<file path="config.mk">
export PLATFORM = sky130hd
export DESIGN_NAME = hbac_top
export DESIGN_NICKNAME = d
export VERILOG_FILES = /design/src/hbac_pkg.sv /design/src/hbac_host_ctrl.sv /design/src/hbac_level.sv /design/src/hbac_top.sv
export VERILOG_INCLUDE_DIRS = /design/src
export SDC_FILE = /design/constraint.sdc
export NUM_CORES = 1
export LEC_CHECK = 0
export BUFFER_PORTS_ARGS = -buffer_cell sky130_fd_sc_hd__buf_4
export CELL_PAD_IN_SITES_DETAIL_PLACEMENT = 0
export CELL_PAD_IN_SITES_GLOBAL_PLACEMENT = 1
export CORE_ASPECT_RATIO = 0.5
export CORE_MARGIN = 3
export CORE_UTILIZATION = 36
export CTS_BUF_LIST = sky130_fd_sc_hd__clkbuf_4 sky130_fd_sc_hd__clkbuf_8
export DETAILED_ROUTE_END_ITERATION = 8
export GPL_ROUTABILITY_DRIVEN = 0
export PLACE_DENSITY_LB_ADDON = 0.15
export SLEW_MARGIN = 20
export SYNTH_ARGS = -nofsm -noshare
export SYNTH_HDL_FRONTEND = slang
export SYNTH_HIERARCHICAL = 1
export SYNTH_SLANG_ARGS = --single-unit
</file>
<file path="constraint.sdc">
create_clock -name pclk -period 7.4 [get_ports pclk]
set_input_delay 1.11 -clock pclk [delete_from_list [all_inputs] [get_ports pclk]]
set_output_delay 1.11 -clock pclk [all_outputs]
set_load 0.02 [all_outputs]
</file>
<file path="src/hbac_defines.svh">
`ifndef HBAC_DEFINES_SVH
`define HBAC_DEFINES_SVH

// ----------------------------------------
// Register indices (byte address = 4 * index)
// ----------------------------------------
`define HBAC_IDX_W 7
`define HBAC_IDX_COMMAND 7'h00
`define HBAC_IDX_HOST_BUS 7'h01
`define HBAC_IDX_BUF_SET 7'h02
`define HBAC_IDX_VERSION 7'h7f

// ----------------------------------------
// command_control fields
// ----------------------------------------
`define HBAC_CMD_PWRDN_BIT 7
`define HBAC_CMD_RADIO_OFF_BIT 6
`define HBAC_CMD_CODE_MSB 4
`define HBAC_CMD_CODE_LSB 0
`define HBAC_CMD_CODE_IDLE 5'h00
`define HBAC_CMD_RESET 8'h00

// ----------------------------------------
// host_bus_access fields
// ----------------------------------------
`define HBAC_HB_UNLOCK_BIT 7
`define HBAC_HB_OWN_HOST_BIT 6
`define HBAC_HB_OWN_SM_BIT 5
`define HBAC_HB_IF_MSB 3
`define HBAC_HB_IF_LSB 2
`define HBAC_HB_RESET 8'h00

// ----------------------------------------
// buffer_settings fields
// ----------------------------------------
`define HBAC_BS_CAP_BIT 7
`define HBAC_BS_NEAR_FULL_BIT 6
`define HBAC_BS_NEAR_EMPTY_BIT 5
`define HBAC_BS_CLEAR_BIT 4
`define HBAC_BS_THR_MSB_BIT 2
`define HBAC_BS_FILL_MSB 1
`define HBAC_BS_FILL_LSB 0
`define HBAC_BS_RESET 8'h00
`define HBAC_CAP_SMALL 10'h0ff
`define HBAC_CAP_LARGE 10'h200

`endif

</file>
<file path="src/hbac_pkg.sv">
package hbac_pkg;

  // Secure module interface selection
  typedef enum logic [1:0] {
    HBAC_SM_OFF = 2'b00,
    HBAC_SM_SPI = 2'b01,
    HBAC_SM_LOW_SPEED_TWO_WIRE = 2'b10,
    HBAC_SM_TWO_WIRE = 2'b11
  } hbac_sm_if_t;

  // One register write as seen by a field owner
  typedef struct packed {
    logic en;
    logic [7:0] data;
  } hbac_wr_t;

  // Bus ownership and interface selection
  typedef struct packed {
    logic unlock;
    logic own_host;
    logic own_sm;
    hbac_sm_if_t sm_if;
  } hbac_host_state_t;

  // Buffer fill view used by the level flags
  typedef struct packed {
    logic [9:0] fill;
    logic [8:0] threshold;
    logic small_mode;
  } hbac_level_in_t;

endpackage

</file>
<file path="src/hbac_host_ctrl.sv">
`include "hbac_defines.svh"

module hbac_host_ctrl
  import hbac_pkg::*;
(
  // Clock and reset
  input wire logic pclk,
  input wire logic presetn,
  // Writes
  input hbac_wr_t host_wr,
  input wire logic any_wr,
  // State
  output hbac_host_state_t state
);

  hbac_host_state_t state_r;
  hbac_host_state_t state_nxt;
  logic want_host;
  logic want_sm;
  logic take_owner;

  assign want_host = host_wr.data[`HBAC_HB_OWN_HOST_BIT];
  assign want_sm = host_wr.data[`HBAC_HB_OWN_SM_BIT];
  // Both at once is refused but still spends the unlock
  assign take_owner = state_r.unlock && !(want_host && want_sm);

  always_comb begin
    state_nxt = state_r;
    if (host_wr.en) begin
      state_nxt.sm_if = hbac_sm_if_t'(host_wr.data[`HBAC_HB_IF_MSB:`HBAC_HB_IF_LSB]);
      if (take_owner) begin
        state_nxt.own_host = want_host;
        state_nxt.own_sm = want_sm;
      end else begin
        // Clearing ownership needs no unlock
        state_nxt.own_host = state_r.own_host & want_host;
        state_nxt.own_sm = state_r.own_sm & want_sm;
      end
    end
    if (any_wr) begin
      if (state_r.unlock) begin
        state_nxt.unlock = 1'b0;
      end else if (host_wr.en) begin
        state_nxt.unlock = host_wr.data[`HBAC_HB_UNLOCK_BIT];
      end
    end
  end

  always_ff @(posedge pclk or negedge presetn) begin
    if (!presetn) begin
      state_r <= '0;
    end else begin
      state_r <= state_nxt;
    end
  end

  assign state = state_r;

endmodule

</file>
<file path="src/hbac_level.sv">
`include "hbac_defines.svh"

module hbac_level
  import hbac_pkg::*;
(
  input hbac_level_in_t lvl,
  output logic near_full,
  output logic near_empty
);

  logic [9:0] cap;
  logic [9:0] fill;
  logic [9:0] thr;
  logic [9:0] room;

  // In the small mode only the low byte of count and threshold counts
  assign cap = lvl.small_mode ? `HBAC_CAP_SMALL : `HBAC_CAP_LARGE;
  assign fill = lvl.small_mode ? {2'b00, lvl.fill[7:0]} : lvl.fill;
  assign thr = lvl.small_mode ? {2'b00, lvl.threshold[7:0]} : {1'b0, lvl.threshold};
  assign room = (fill > cap) ? 10'h000 : cap - fill;
  assign near_full = room <= thr;
  assign near_empty = fill <= thr;

endmodule

</file>
<file path="src/hbac_top.sv">
// Operation
// - Writing 1 to bit 7 of command_control puts the device into power-down.
// - Bit 6 of command_control powers the receiver and transmitter down while set.
// - Bits 4 to 0 of command_control hold the code of the running command, written to launch it.
// - The device returns the command code to idle by itself when the command finishes.
// - Setting the unlock bit 7 of host_bus_access lets the next write modify that register.
// - The first write after the unlock bit is set clears it, so one unlock allows one change.
// - Bit 6 of host_bus_access hands the bus to the host.
// - Bit 5 of host_bus_access hands the bus to the secure module.
// - The two ownership bits are never set together.
// - An ownership bit can only be set when the unlock was set by an earlier access.
// - Bits 3 to 2 of host_bus_access select off, SPI, low-speed two-wire or two-wire.
// - A read-only register at index 7Fh reports version and subversion.
// - Bit 7 of buffer_settings selects 255 bytes when 1 and 512 bytes when 0.
// - Writing 1 to bit 4 of buffer_settings empties the buffer and the bit reads 0.

`include "hbac_defines.svh"

module hbac_top
  import hbac_pkg::*;
#(
  parameter int ADDR_W = 12,
  parameter logic [3:0] VERSION = 4'h1,   // Arbitrary value
  parameter logic [3:0] SUBVERSION = 4'h0 // Arbitrary value
) (
  // Clock and reset
  input wire logic pclk,
  input wire logic presetn,
  // APB slave
  input wire logic psel,
  input wire logic penable,
  input wire logic pwrite,
  input wire logic [ADDR_W-1:0] paddr,
  input wire logic [31:0] pwdata,
  input wire logic [3:0] pstrb,
  input wire logic [2:0] pprot,
  output logic [31:0] prdata,
  output logic pready,
  output logic pslverr,
  // Command engine
  input wire logic command_done,
  input wire logic wakeup,
  output logic power_down,
  output logic radio_power_off,
  output logic [4:0] command_code,
  output logic command_start,
  // Bus access
  output logic bus_owner_host,
  output logic bus_owner_secure_module,
  output hbac_sm_if_t secure_module_if_select,
  // Buffer
  input wire logic [9:0] buffer_fill_count,
  input wire logic [7:0] threshold_low,
  output logic buffer_capacity_select,
  output logic threshold_msb,
  output logic buffer_clear
);

  // ----------------------------------------
  // Elaboration checks
  // ----------------------------------------
  if (ADDR_W < `HBAC_IDX_W + 2) begin : g_addr_chk
    $error("ADDR_W too small for the register map");
  end

  // ----------------------------------------
  // Address decode
  // ----------------------------------------
  function automatic logic idx_hit(input logic [ADDR_W-1:0] a, input logic [`HBAC_IDX_W-1:0] idx);
    logic [ADDR_W-1:0] byte_addr;
    byte_addr = '0;
    byte_addr[`HBAC_IDX_W+1:0] = {idx, 2'b00};
    idx_hit = (a == byte_addr);
  endfunction

  logic hit_cmd;
  logic hit_host;
  logic hit_buf;
  logic hit_ver;
  logic hit_any;
  logic setup;
  logic access;
  logic wr_ok;
  logic rd_setup;

  assign hit_cmd = idx_hit(paddr, `HBAC_IDX_COMMAND);
  assign hit_host = idx_hit(paddr, `HBAC_IDX_HOST_BUS);
  assign hit_buf = idx_hit(paddr, `HBAC_IDX_BUF_SET);
  assign hit_ver = idx_hit(paddr, `HBAC_IDX_VERSION);
  assign hit_any = hit_cmd | hit_host | hit_buf | hit_ver;
  assign setup = psel & ~penable;
  assign access = psel & penable;
  // Only the low byte lane carries register data
  assign wr_ok = access & pwrite & hit_any & pstrb[0];
  assign rd_setup = setup & ~pwrite;

  // Zero wait states; read data is captured at the setup edge
  assign pready = 1'b1;
  assign pslverr = access & (~hit_any | (pwrite & hit_ver));

  logic wr_cmd;
  logic wr_host;
  logic wr_buf;

  assign wr_cmd = wr_ok & hit_cmd;
  assign wr_host = wr_ok & hit_host;
  assign wr_buf = wr_ok & hit_buf;

  // ----------------------------------------
  // command_control
  // ----------------------------------------
  logic pwrdn_r;
  logic pwrdn_nxt;
  logic radio_off_r;
  logic radio_off_nxt;
  logic [4:0] code_r;
  logic [4:0] code_nxt;
  logic start_r;
  logic start_nxt;
  logic [4:0] wr_code;

  assign wr_code = pwdata[`HBAC_CMD_CODE_MSB:`HBAC_CMD_CODE_LSB];

  always_comb begin
    pwrdn_nxt = pwrdn_r;
    radio_off_nxt = radio_off_r;
    code_nxt = code_r;
    start_nxt = 1'b0;
    // Completion first, so a launch in the same cycle is not lost
    if (command_done) begin
      code_nxt = `HBAC_CMD_CODE_IDLE;
    end
    if (wakeup) begin
      pwrdn_nxt = 1'b0;
    end
    if (wr_cmd) begin
      pwrdn_nxt = pwdata[`HBAC_CMD_PWRDN_BIT] | pwrdn_r;
      radio_off_nxt = pwdata[`HBAC_CMD_RADIO_OFF_BIT];
      code_nxt = wr_code;
      start_nxt = 1'b1;
    end
  end

  always_ff @(posedge pclk or negedge presetn) begin
    if (!presetn) begin
      pwrdn_r <= 1'b0;
      radio_off_r <= 1'b0;
      code_r <= `HBAC_CMD_CODE_IDLE;
      start_r <= 1'b0;
    end else begin
      pwrdn_r <= pwrdn_nxt;
      radio_off_r <= radio_off_nxt;
      code_r <= code_nxt;
      start_r <= start_nxt;
    end
  end

  assign power_down = pwrdn_r;
  assign radio_power_off = radio_off_r;
  assign command_code = code_r;
  assign command_start = start_r;

  // ----------------------------------------
  // host_bus_access
  // ----------------------------------------
  hbac_wr_t host_wr;
  hbac_host_state_t host_st;

  assign host_wr.en = wr_host;
  assign host_wr.data = pwdata[7:0];

  hbac_host_ctrl u_host_ctrl (
    .pclk(pclk),
    .presetn(presetn),
    .host_wr(host_wr),
    .any_wr(wr_ok),
    .state(host_st)
  );

  assign bus_owner_host = host_st.own_host;
  assign bus_owner_secure_module = host_st.own_sm;
  assign secure_module_if_select = host_st.sm_if;

  // ----------------------------------------
  // buffer_settings
  // ----------------------------------------
  logic cap_sel_r;
  logic thr_msb_r;
  logic clear_r;
  logic near_full;
  logic near_empty;
  hbac_level_in_t lvl;

  always_ff @(posedge pclk or negedge presetn) begin
    if (!presetn) begin
      cap_sel_r <= 1'b0;
      thr_msb_r <= 1'b0;
      clear_r <= 1'b0;
    end else begin
      if (wr_buf) begin
        cap_sel_r <= pwdata[`HBAC_BS_CAP_BIT];
        thr_msb_r <= pwdata[`HBAC_BS_THR_MSB_BIT];
      end
      clear_r <= wr_buf & pwdata[`HBAC_BS_CLEAR_BIT];
    end
  end

  assign lvl.fill = buffer_fill_count;
  assign lvl.threshold = {thr_msb_r, threshold_low};
  assign lvl.small_mode = cap_sel_r;

  hbac_level u_level (
    .lvl(lvl),
    .near_full(near_full),
    .near_empty(near_empty)
  );

  assign buffer_capacity_select = cap_sel_r;
  assign threshold_msb = thr_msb_r;
  assign buffer_clear = clear_r;

  // ----------------------------------------
  // Read back
  // ----------------------------------------
  logic [7:0] rd_cmd;
  logic [7:0] rd_host;
  logic [7:0] rd_buf;
  logic [7:0] rd_ver;
  logic [7:0] rd_sel;
  logic [31:0] prdata_r;

  // Reserved bits read as zero
  assign rd_cmd = {pwrdn_r, radio_off_r, 1'b0, code_r};
  assign rd_host = {host_st.unlock, host_st.own_host, host_st.own_sm, 1'b0, host_st.sm_if, 2'b00};
  // Clear bit always reads 0; count msbs only mean something in the large mode
  assign rd_buf = {cap_sel_r, near_full, near_empty, 1'b0, 1'b0, thr_msb_r,
                   cap_sel_r ? 2'b00 : buffer_fill_count[9:8]};
  assign rd_ver = {VERSION, SUBVERSION};
  assign rd_sel = ({8{hit_cmd}} & rd_cmd) | ({8{hit_host}} & rd_host) |
                  ({8{hit_buf}} & rd_buf) | ({8{hit_ver}} & rd_ver);

  always_ff @(posedge pclk or negedge presetn) begin
    if (!presetn) begin
      prdata_r <= 32'h0000_0000;
    end else if (rd_setup) begin
      prdata_r <= {24'h00_0000, rd_sel};
    end
  end

  assign prdata = prdata_r;

endmodule

</file>
==> results of run 1 <==
per-layer routing:
| metal | vias up | share of wire [%] | wire, µm | global-route usage (%) |
|---|---|---|---|---|
| met1 | 974 | 48 | 2850 | 21.0 |
| met5 | - | 0 | 0 | 0 |
| met2 | 69 | 45 | 2630 | 26.1 |
| met4 | 0 | 0.58 | 34 | 2.54 |
| met3 | 4 | 6.2 | 366 | 2.51 |
| li1 | 1070 | - | - | - |
logic make-up (layout without fill, tap and decap cells):
logic type / count (synthesis) / in the layout / synth area share [%]
simple gates: 86 / 86 / 19.5
flops: 24 / 24 / 25.2
fa+ha+maj: 27 / 27 / 14.5
buf+inv: 58 / 99 / 13.5
mux: 15 / 15 / 7.56
compound gates: 61 / 61 / 18.0
xor+xnor: 4 / 4 / 1.47
other cells: 2 / 25 / 0.315
worst max-delay path by stage:
stage / startpoint / endpoint / slack [ns] / depth (start not counted)
after global placement: buffer_fill_count[0] / prdata[6]$_DFFE_PN0P_ / 2.74 / 17
after detailed placement: buffer_fill_count[0] / prdata[6]$_DFFE_PN0P_ / 2.70 / 17
after floorplan: buffer_fill_count[0] / prdata[6]$_DFFE_PN0P_ / 3.27 / 16
after CTS: buffer_fill_count[0] / prdata[6]$_DFFE_PN0P_ / 2.97 / 17
final: buffer_fill_count[0] / prdata[6]$_DFFE_PN0P_ / 2.96 / 17
after global routing: buffer_capacity_select$_DFFE_PN0P_ / prdata[6]$_DFFE_PN0P_ / 2.58 / 17
layout make-up:
class / instances / area [µm²] / share of cell area (%)
Clock buffer: 4 / 55.1 / 1.88
Tap cell: 88 / 110 / 3.75
Timing Repair Buffer: 70 / 526 / 17.9
Multi-Input combinational cell: 218 / 1550 / 52.8
Sequential cell: 24 / 601 / 20.5
Inverter: 25 / 93.8 / 3.20
placed cells by master, fill, tap and decap left out, drive strengths merged, types with 2 or more instances in the layout:
cell    instances
a211oi          4
a21o            4
a21oi          16
a221oi          5
buf            70
clkbuf          4
conb           25
dfrtp          24
ha             26
inv            25
mux2            9
mux2i           6
nand2          17
nand3           3
nand4           5
nor2           20
nor2b          13
nor3            7
nor3b           2
nor4            4
o21a            5
o21ai           8
o31a            2
o31ai           5
o41ai           3
or2             4
or3             2
or4             4
xor2            3
registers in the layout, indices dropped and copies added (netlist names):
name                    cells
buffer_capacity_select      1
u_host_ctrl/state           5
buffer_clear                1
command_start               1
threshold_msb               1
prdata                      8
power_down                  1
radio_power_off             1
command_code                5
tightest hold or removal path, stage by stage, from the launching register on:
cell and delay, ns:
dfrtp_1 0.35, nand2_1 0.05, o41ai_1 0.06
through the flow:
step,util [%],area (µm²)
floorplan,-,2470
global placement,46.2,2880
detailed placement,46.2,2880
CTS,47.1,2930
global route,47.1,2930
finish,47.1,2930
power by group:
| group | switching (W) | total, W | internal, W |
|---|---|---|---|
| clock network | 0.0000420 | 0.0000895 | 0.0000475 |
| registers | 0.000000470 | 0.000132 | 0.000132 |
| logic | 0.0000502 | 0.0000870 | 0.0000368 |
==> impl_metrics.ini, run 1 <==
[worst_setup_path]
end_kind = register
critPathMaxStageDelay_ns = 0.39
reg2reg_to = prdata[6]$_DFFE_PN0P_
worstSetupStartpointType = input pin
crit_chain = buf_4, ha_1, inv_1, fa_1, a21o_1, a221oi_2, nor3_2, nor3_4, nor2_1, ha_1, a21o_1, a21oi_1, o21ai_0, o31a_1, a211oi_2, a21oi_1, o31ai_1
cp_max_fo = 8
worst_path_dominant_cell_family = compound AO/OA/AOI/OAI gates
cp.required_ns = 7.57
reg2reg_setup_slack_ns = 2.98
reg2reg_from = buffer_capacity_select$_DFFE_PN0P_
path_buf_inv = 2
crit_type = in -> reg
cp_slowest_cell = fa_1
rr_worst_depth = 17
critPathArrivalTime_ns = 4.61

[pwr]
leakagePower_nw = 1.51
max-vdd-ir-drop_mv = 0.0728
power_w = 0.000309
power_density_nw_per_um2 = 105

[layout]
drive_gt1_share_pct = 27.0
antenna_cells = 0
num-fill-cells = 636
finalNonFillerCells = 429
syn2layout_area_growth_pct = 23.0
finish.net_count = 445

[synthesis]
netlist_instances = 277
yosysTopAreaCell = dfrtp_1
synth_top_cell_area_share_pct = 25.2
synth-edff-count = 0
avgSynthCellArea_um2 = 8.60
synth_seq_cells = 24
yosys_warnings = 6
synthFlopType = dfrtp_1
async_flop_share_pct = 100
synth.most_common_cell = ha_1
yosysSeqAreaShare_pct = 25.2
yosys-top-cells-area = dfrtp_1 25%, ha_1 14%, buf_4 7.9%, inv_1 3.9%, nor2b_1 3.4%
ys_top_cells_by_count = 26 x ha_1, 25 x buf_4, 25 x inv_1
synth.distinct_cells = 56
synth_area_um2 = 2380

[job]
cap_violations = 0

[hold_path]
hold_class = reg -> reg
hold_depth = 2
holdPathEnd = prdata[3]$_DFFE_PN0P_
hp-start = prdata[3]$_DFFE_PN0P_

[timing]
setup_viol = 0
fin_ws_ns = 2.96
min_period_over_period_pct = 60.0
fmax_ghz = 0.225
rsz0062_at_grt = no
maxSlewHeadroom_pct = 51.5
drv_slew = 0
finalHoldViolCount = 0
tns_ns = 0
worst_slew_pin_slew_ns = 0.721
finalHoldWorstSlack_ns = 0.491
fin_skew_ns = 0.00231
finalCriticalPeriod_ns = 4.44

[placement]
dp.cells = 425
port_buffers = 69
pre_cts_ws_ns = 2.70
hpwl_um = 4860

[floorplanning]
io_pins = 125
dieArea_um2 = 7690
initial_core_util_pct = 38.3
core_um2 = 6230
die_width_um = 121
rows = 20
die_y_um = 63.5

[status]
status = finished clean

[cts]
post_cts_buffers = 0
cts.repair.resized = 0
clk_latency_ns = 0.26
clk_pin_slew_ns = 0.09
htree_levels = 1
cts_buffers = 3
cts_sinks = 24
max-clock-path-buffers = 2
cts_hold_buf = 0
cts_tree = built
cts_root_buffer = clkbuf_8

[global_routing]
globalRouteTotalUtil_pct = 15.4
grt_pass1_wl_um = 9900
grt_pass1_vias = 2152
grt_max_degree = 25
antenna_found_initial = 0
grt_overflow = 0

[routing]
vias = 2117
vias_per_cell = 4.93
routed_wirelength_um = 5880
drt_iter0_drc = 80
drc_errors = 0
ant_nets = 0
firstDrtPassIters = 4
wl_per_cell_um = 13.7
Power figures use the tool's default switching activity.
==> inputs of run 2 (changes only) <==
--- a/config.mk
+++ b/config.mk
@@ -11,7 +11,7 @@
 export CELL_PAD_IN_SITES_GLOBAL_PLACEMENT = 1
 export CORE_ASPECT_RATIO = 0.5
 export CORE_MARGIN = 3
-export CORE_UTILIZATION = 36
+export CORE_UTILIZATION = 33
 export CTS_BUF_LIST = sky130_fd_sc_hd__clkbuf_4 sky130_fd_sc_hd__clkbuf_8
 export DETAILED_ROUTE_END_ITERATION = 8
 export GPL_ROUTABILITY_DRIVEN = 0
==> constraint.sdc (replaced) <==
create_clock -name pclk -period 4.4 [get_ports pclk]
set_input_delay 0.66 -clock pclk [delete_from_list [all_inputs] [get_ports pclk]]
set_output_delay 0.66 -clock pclk [all_outputs]
set_load 0.02 [all_outputs]
==> impl_metrics.ini, run 2 (synthesized netlist as in run 1, its figures left out) <==
[cts]
cts_buffers = 3
htree_levels = 1
cts_hold_buf = 0
post_cts_buffers = 0
clk_latency_ns = 0.26
cts.repair.resized = 0
cts_sinks = 24
cts_root_buffer = clkbuf_8
max-clock-path-buffers = 2
clk_pin_slew_ns = 0.09
cts_tree = built

[layout]
drive_gt1_share_pct = 27.4
finish.net_count = 447
final_cell_mix = 72 x buf_4, 26 x ha_1, 25 x inv_1, 25 x conb_1, 24 x dfrtp_1
syn2layout_area_growth_pct = 23.9
finalNonFillerCells = 435
final_common_cell = buf_4
largest_reg_flops = 8
num-fill-cells = 704
antenna_cells = 0

[global_routing]
globalRouteTotalUtil_pct = 14.2
antenna_found_initial = 0
grt_pass1_wl_um = 9670
grt_overflow = 0
grt_pass1_vias = 2067
grt_max_degree = 25

[floorplanning]
dieArea_um2 = 8340
core_um2 = 6830
die_y_um = 66.1
rows = 21
io_pins = 125
die_width_um = 126
initial_core_util_pct = 34.9

[routing]
drc_errors = 0
vias_per_cell = 4.86
drt_iter0_drc = 61
firstDrtPassIters = 4
ant_nets = 0
vias = 2113
wl_per_cell_um = 13.7
routed_wirelength_um = 5940

[timing]
setup_viol = 0
fmax_ghz = 0.257
tns_ns = 0
drv_slew = 0
fin_ws_ns = 0.513
fin_skew_ns = 0.00471
finalHoldViolCount = 0
maxSlewHeadroom_pct = 53.4
finalHoldWorstSlack_ns = 0.281
finalCriticalPeriod_ns = 3.89
min_period_over_period_pct = 88.3
rsz0062_at_grt = no
worst_slew_pin_slew_ns = 0.692

[placement]
pre_cts_ws_ns = 0.261
port_buffers = 69
dp.cells = 431
hpwl_um = 4970

[worst_setup_path]
crit_type = reg -> reg
critPathArrivalTime_ns = 4.06
cp_max_fo = 6
end_kind = register
cp.required_ns = 4.57
worstSetupStartpointType = register

[job]
cap_violations = 0

[status]
status = finished clean

[hold_path]
hold_class = in -> async

[pwr]
power_density_nw_per_um2 = 176
max-vdd-ir-drop_mv = 0.102
leakagePower_nw = 1.52
power_w = 0.000518
-- run 2: final timing paths --
path | startpoint | to | slack [ns] | cells past startpoint
worst max-delay path | buffer_capacity_select$_DFFE_PN0P_ | prdata[6]$_DFFE_PN0P_ | 0.51 | 17
worst min-delay path | presetn | u_host_ctrl/state[3]$_DFFE_PN0P_ | 0.28 | 1
worst max register to register | buffer_capacity_select$_DFFE_PN0P_ | prdata[6]$_DFFE_PN0P_ | 0.51 | 17
worst min register to register | prdata[3]$_DFFE_PN0P_ | prdata[3]$_DFFE_PN0P_ | 0.49 | 2
max in group asynchronous | presetn | u_host_ctrl/state[0]$_DFFE_PN0P_ | 3.87 | 1
min in group pclk | prdata[3]$_DFFE_PN0P_ | prdata[3]$_DFFE_PN0P_ | 0.49 | 2
-- run 2: final cells by class --
type                            count  area [µm²]  share of cell area (%)
Timing Repair Buffer               72         541                    18.3
Multi-Input combinational cell    218        1550                    52.4
Sequential cell                    24         601                    20.3
Tap cell                           92         115                    3.90
Clock buffer                        4        55.1                    1.86
Inverter                           25        93.8                    3.18
-- run 2: power breakdown --
part	total [W]	leakage, nW	switching, W	internal [W]
Sequential	0.000223	0.333	0.000000720	0.000222
Clock	0.000149	0.0288	0.0000693	0.0000798
Combinational	0.000147	1.16	0.0000844	0.0000623
Total	0.000518	1.52	0.000154	0.000364
-- run 2: layer usage --
metal  track usage (%)  part of all wire, %
met1              19.4                   48
met2              24.1                   45
met3              1.85                  5.9
met4              3.48                 0.96
met5                 0                    0
-- run 2: stage by stage --
stage / area, µm² / utilization (%)
finish: 2950 / 43.2
global route: 2950 / 43.2
global placement: 2900 / 42.4
floorplan: 2470 / -
detailed placement: 2900 / 42.4
CTS: 2950 / 43.2
-- run 2: worst max-delay path, cell delays in order, from the launching register on --
cell and delay, ns:
dfrtp_1 0.38, inv_1 0.14, ha_1 0.19, inv_1 0.05, fa_1 0.39, a21o_1 0.22, a221oi_2 0.35, nor3_2 0.12
nor3_4 0.23, buf_4 0.17, a211oi_1 0.05, ha_1 0.30, a211oi_1 0.23, o21ai_0 0.12, o31a_1 0.26, a211oi_2 0.22
a21oi_1 0.10, o31ai_1 0.26
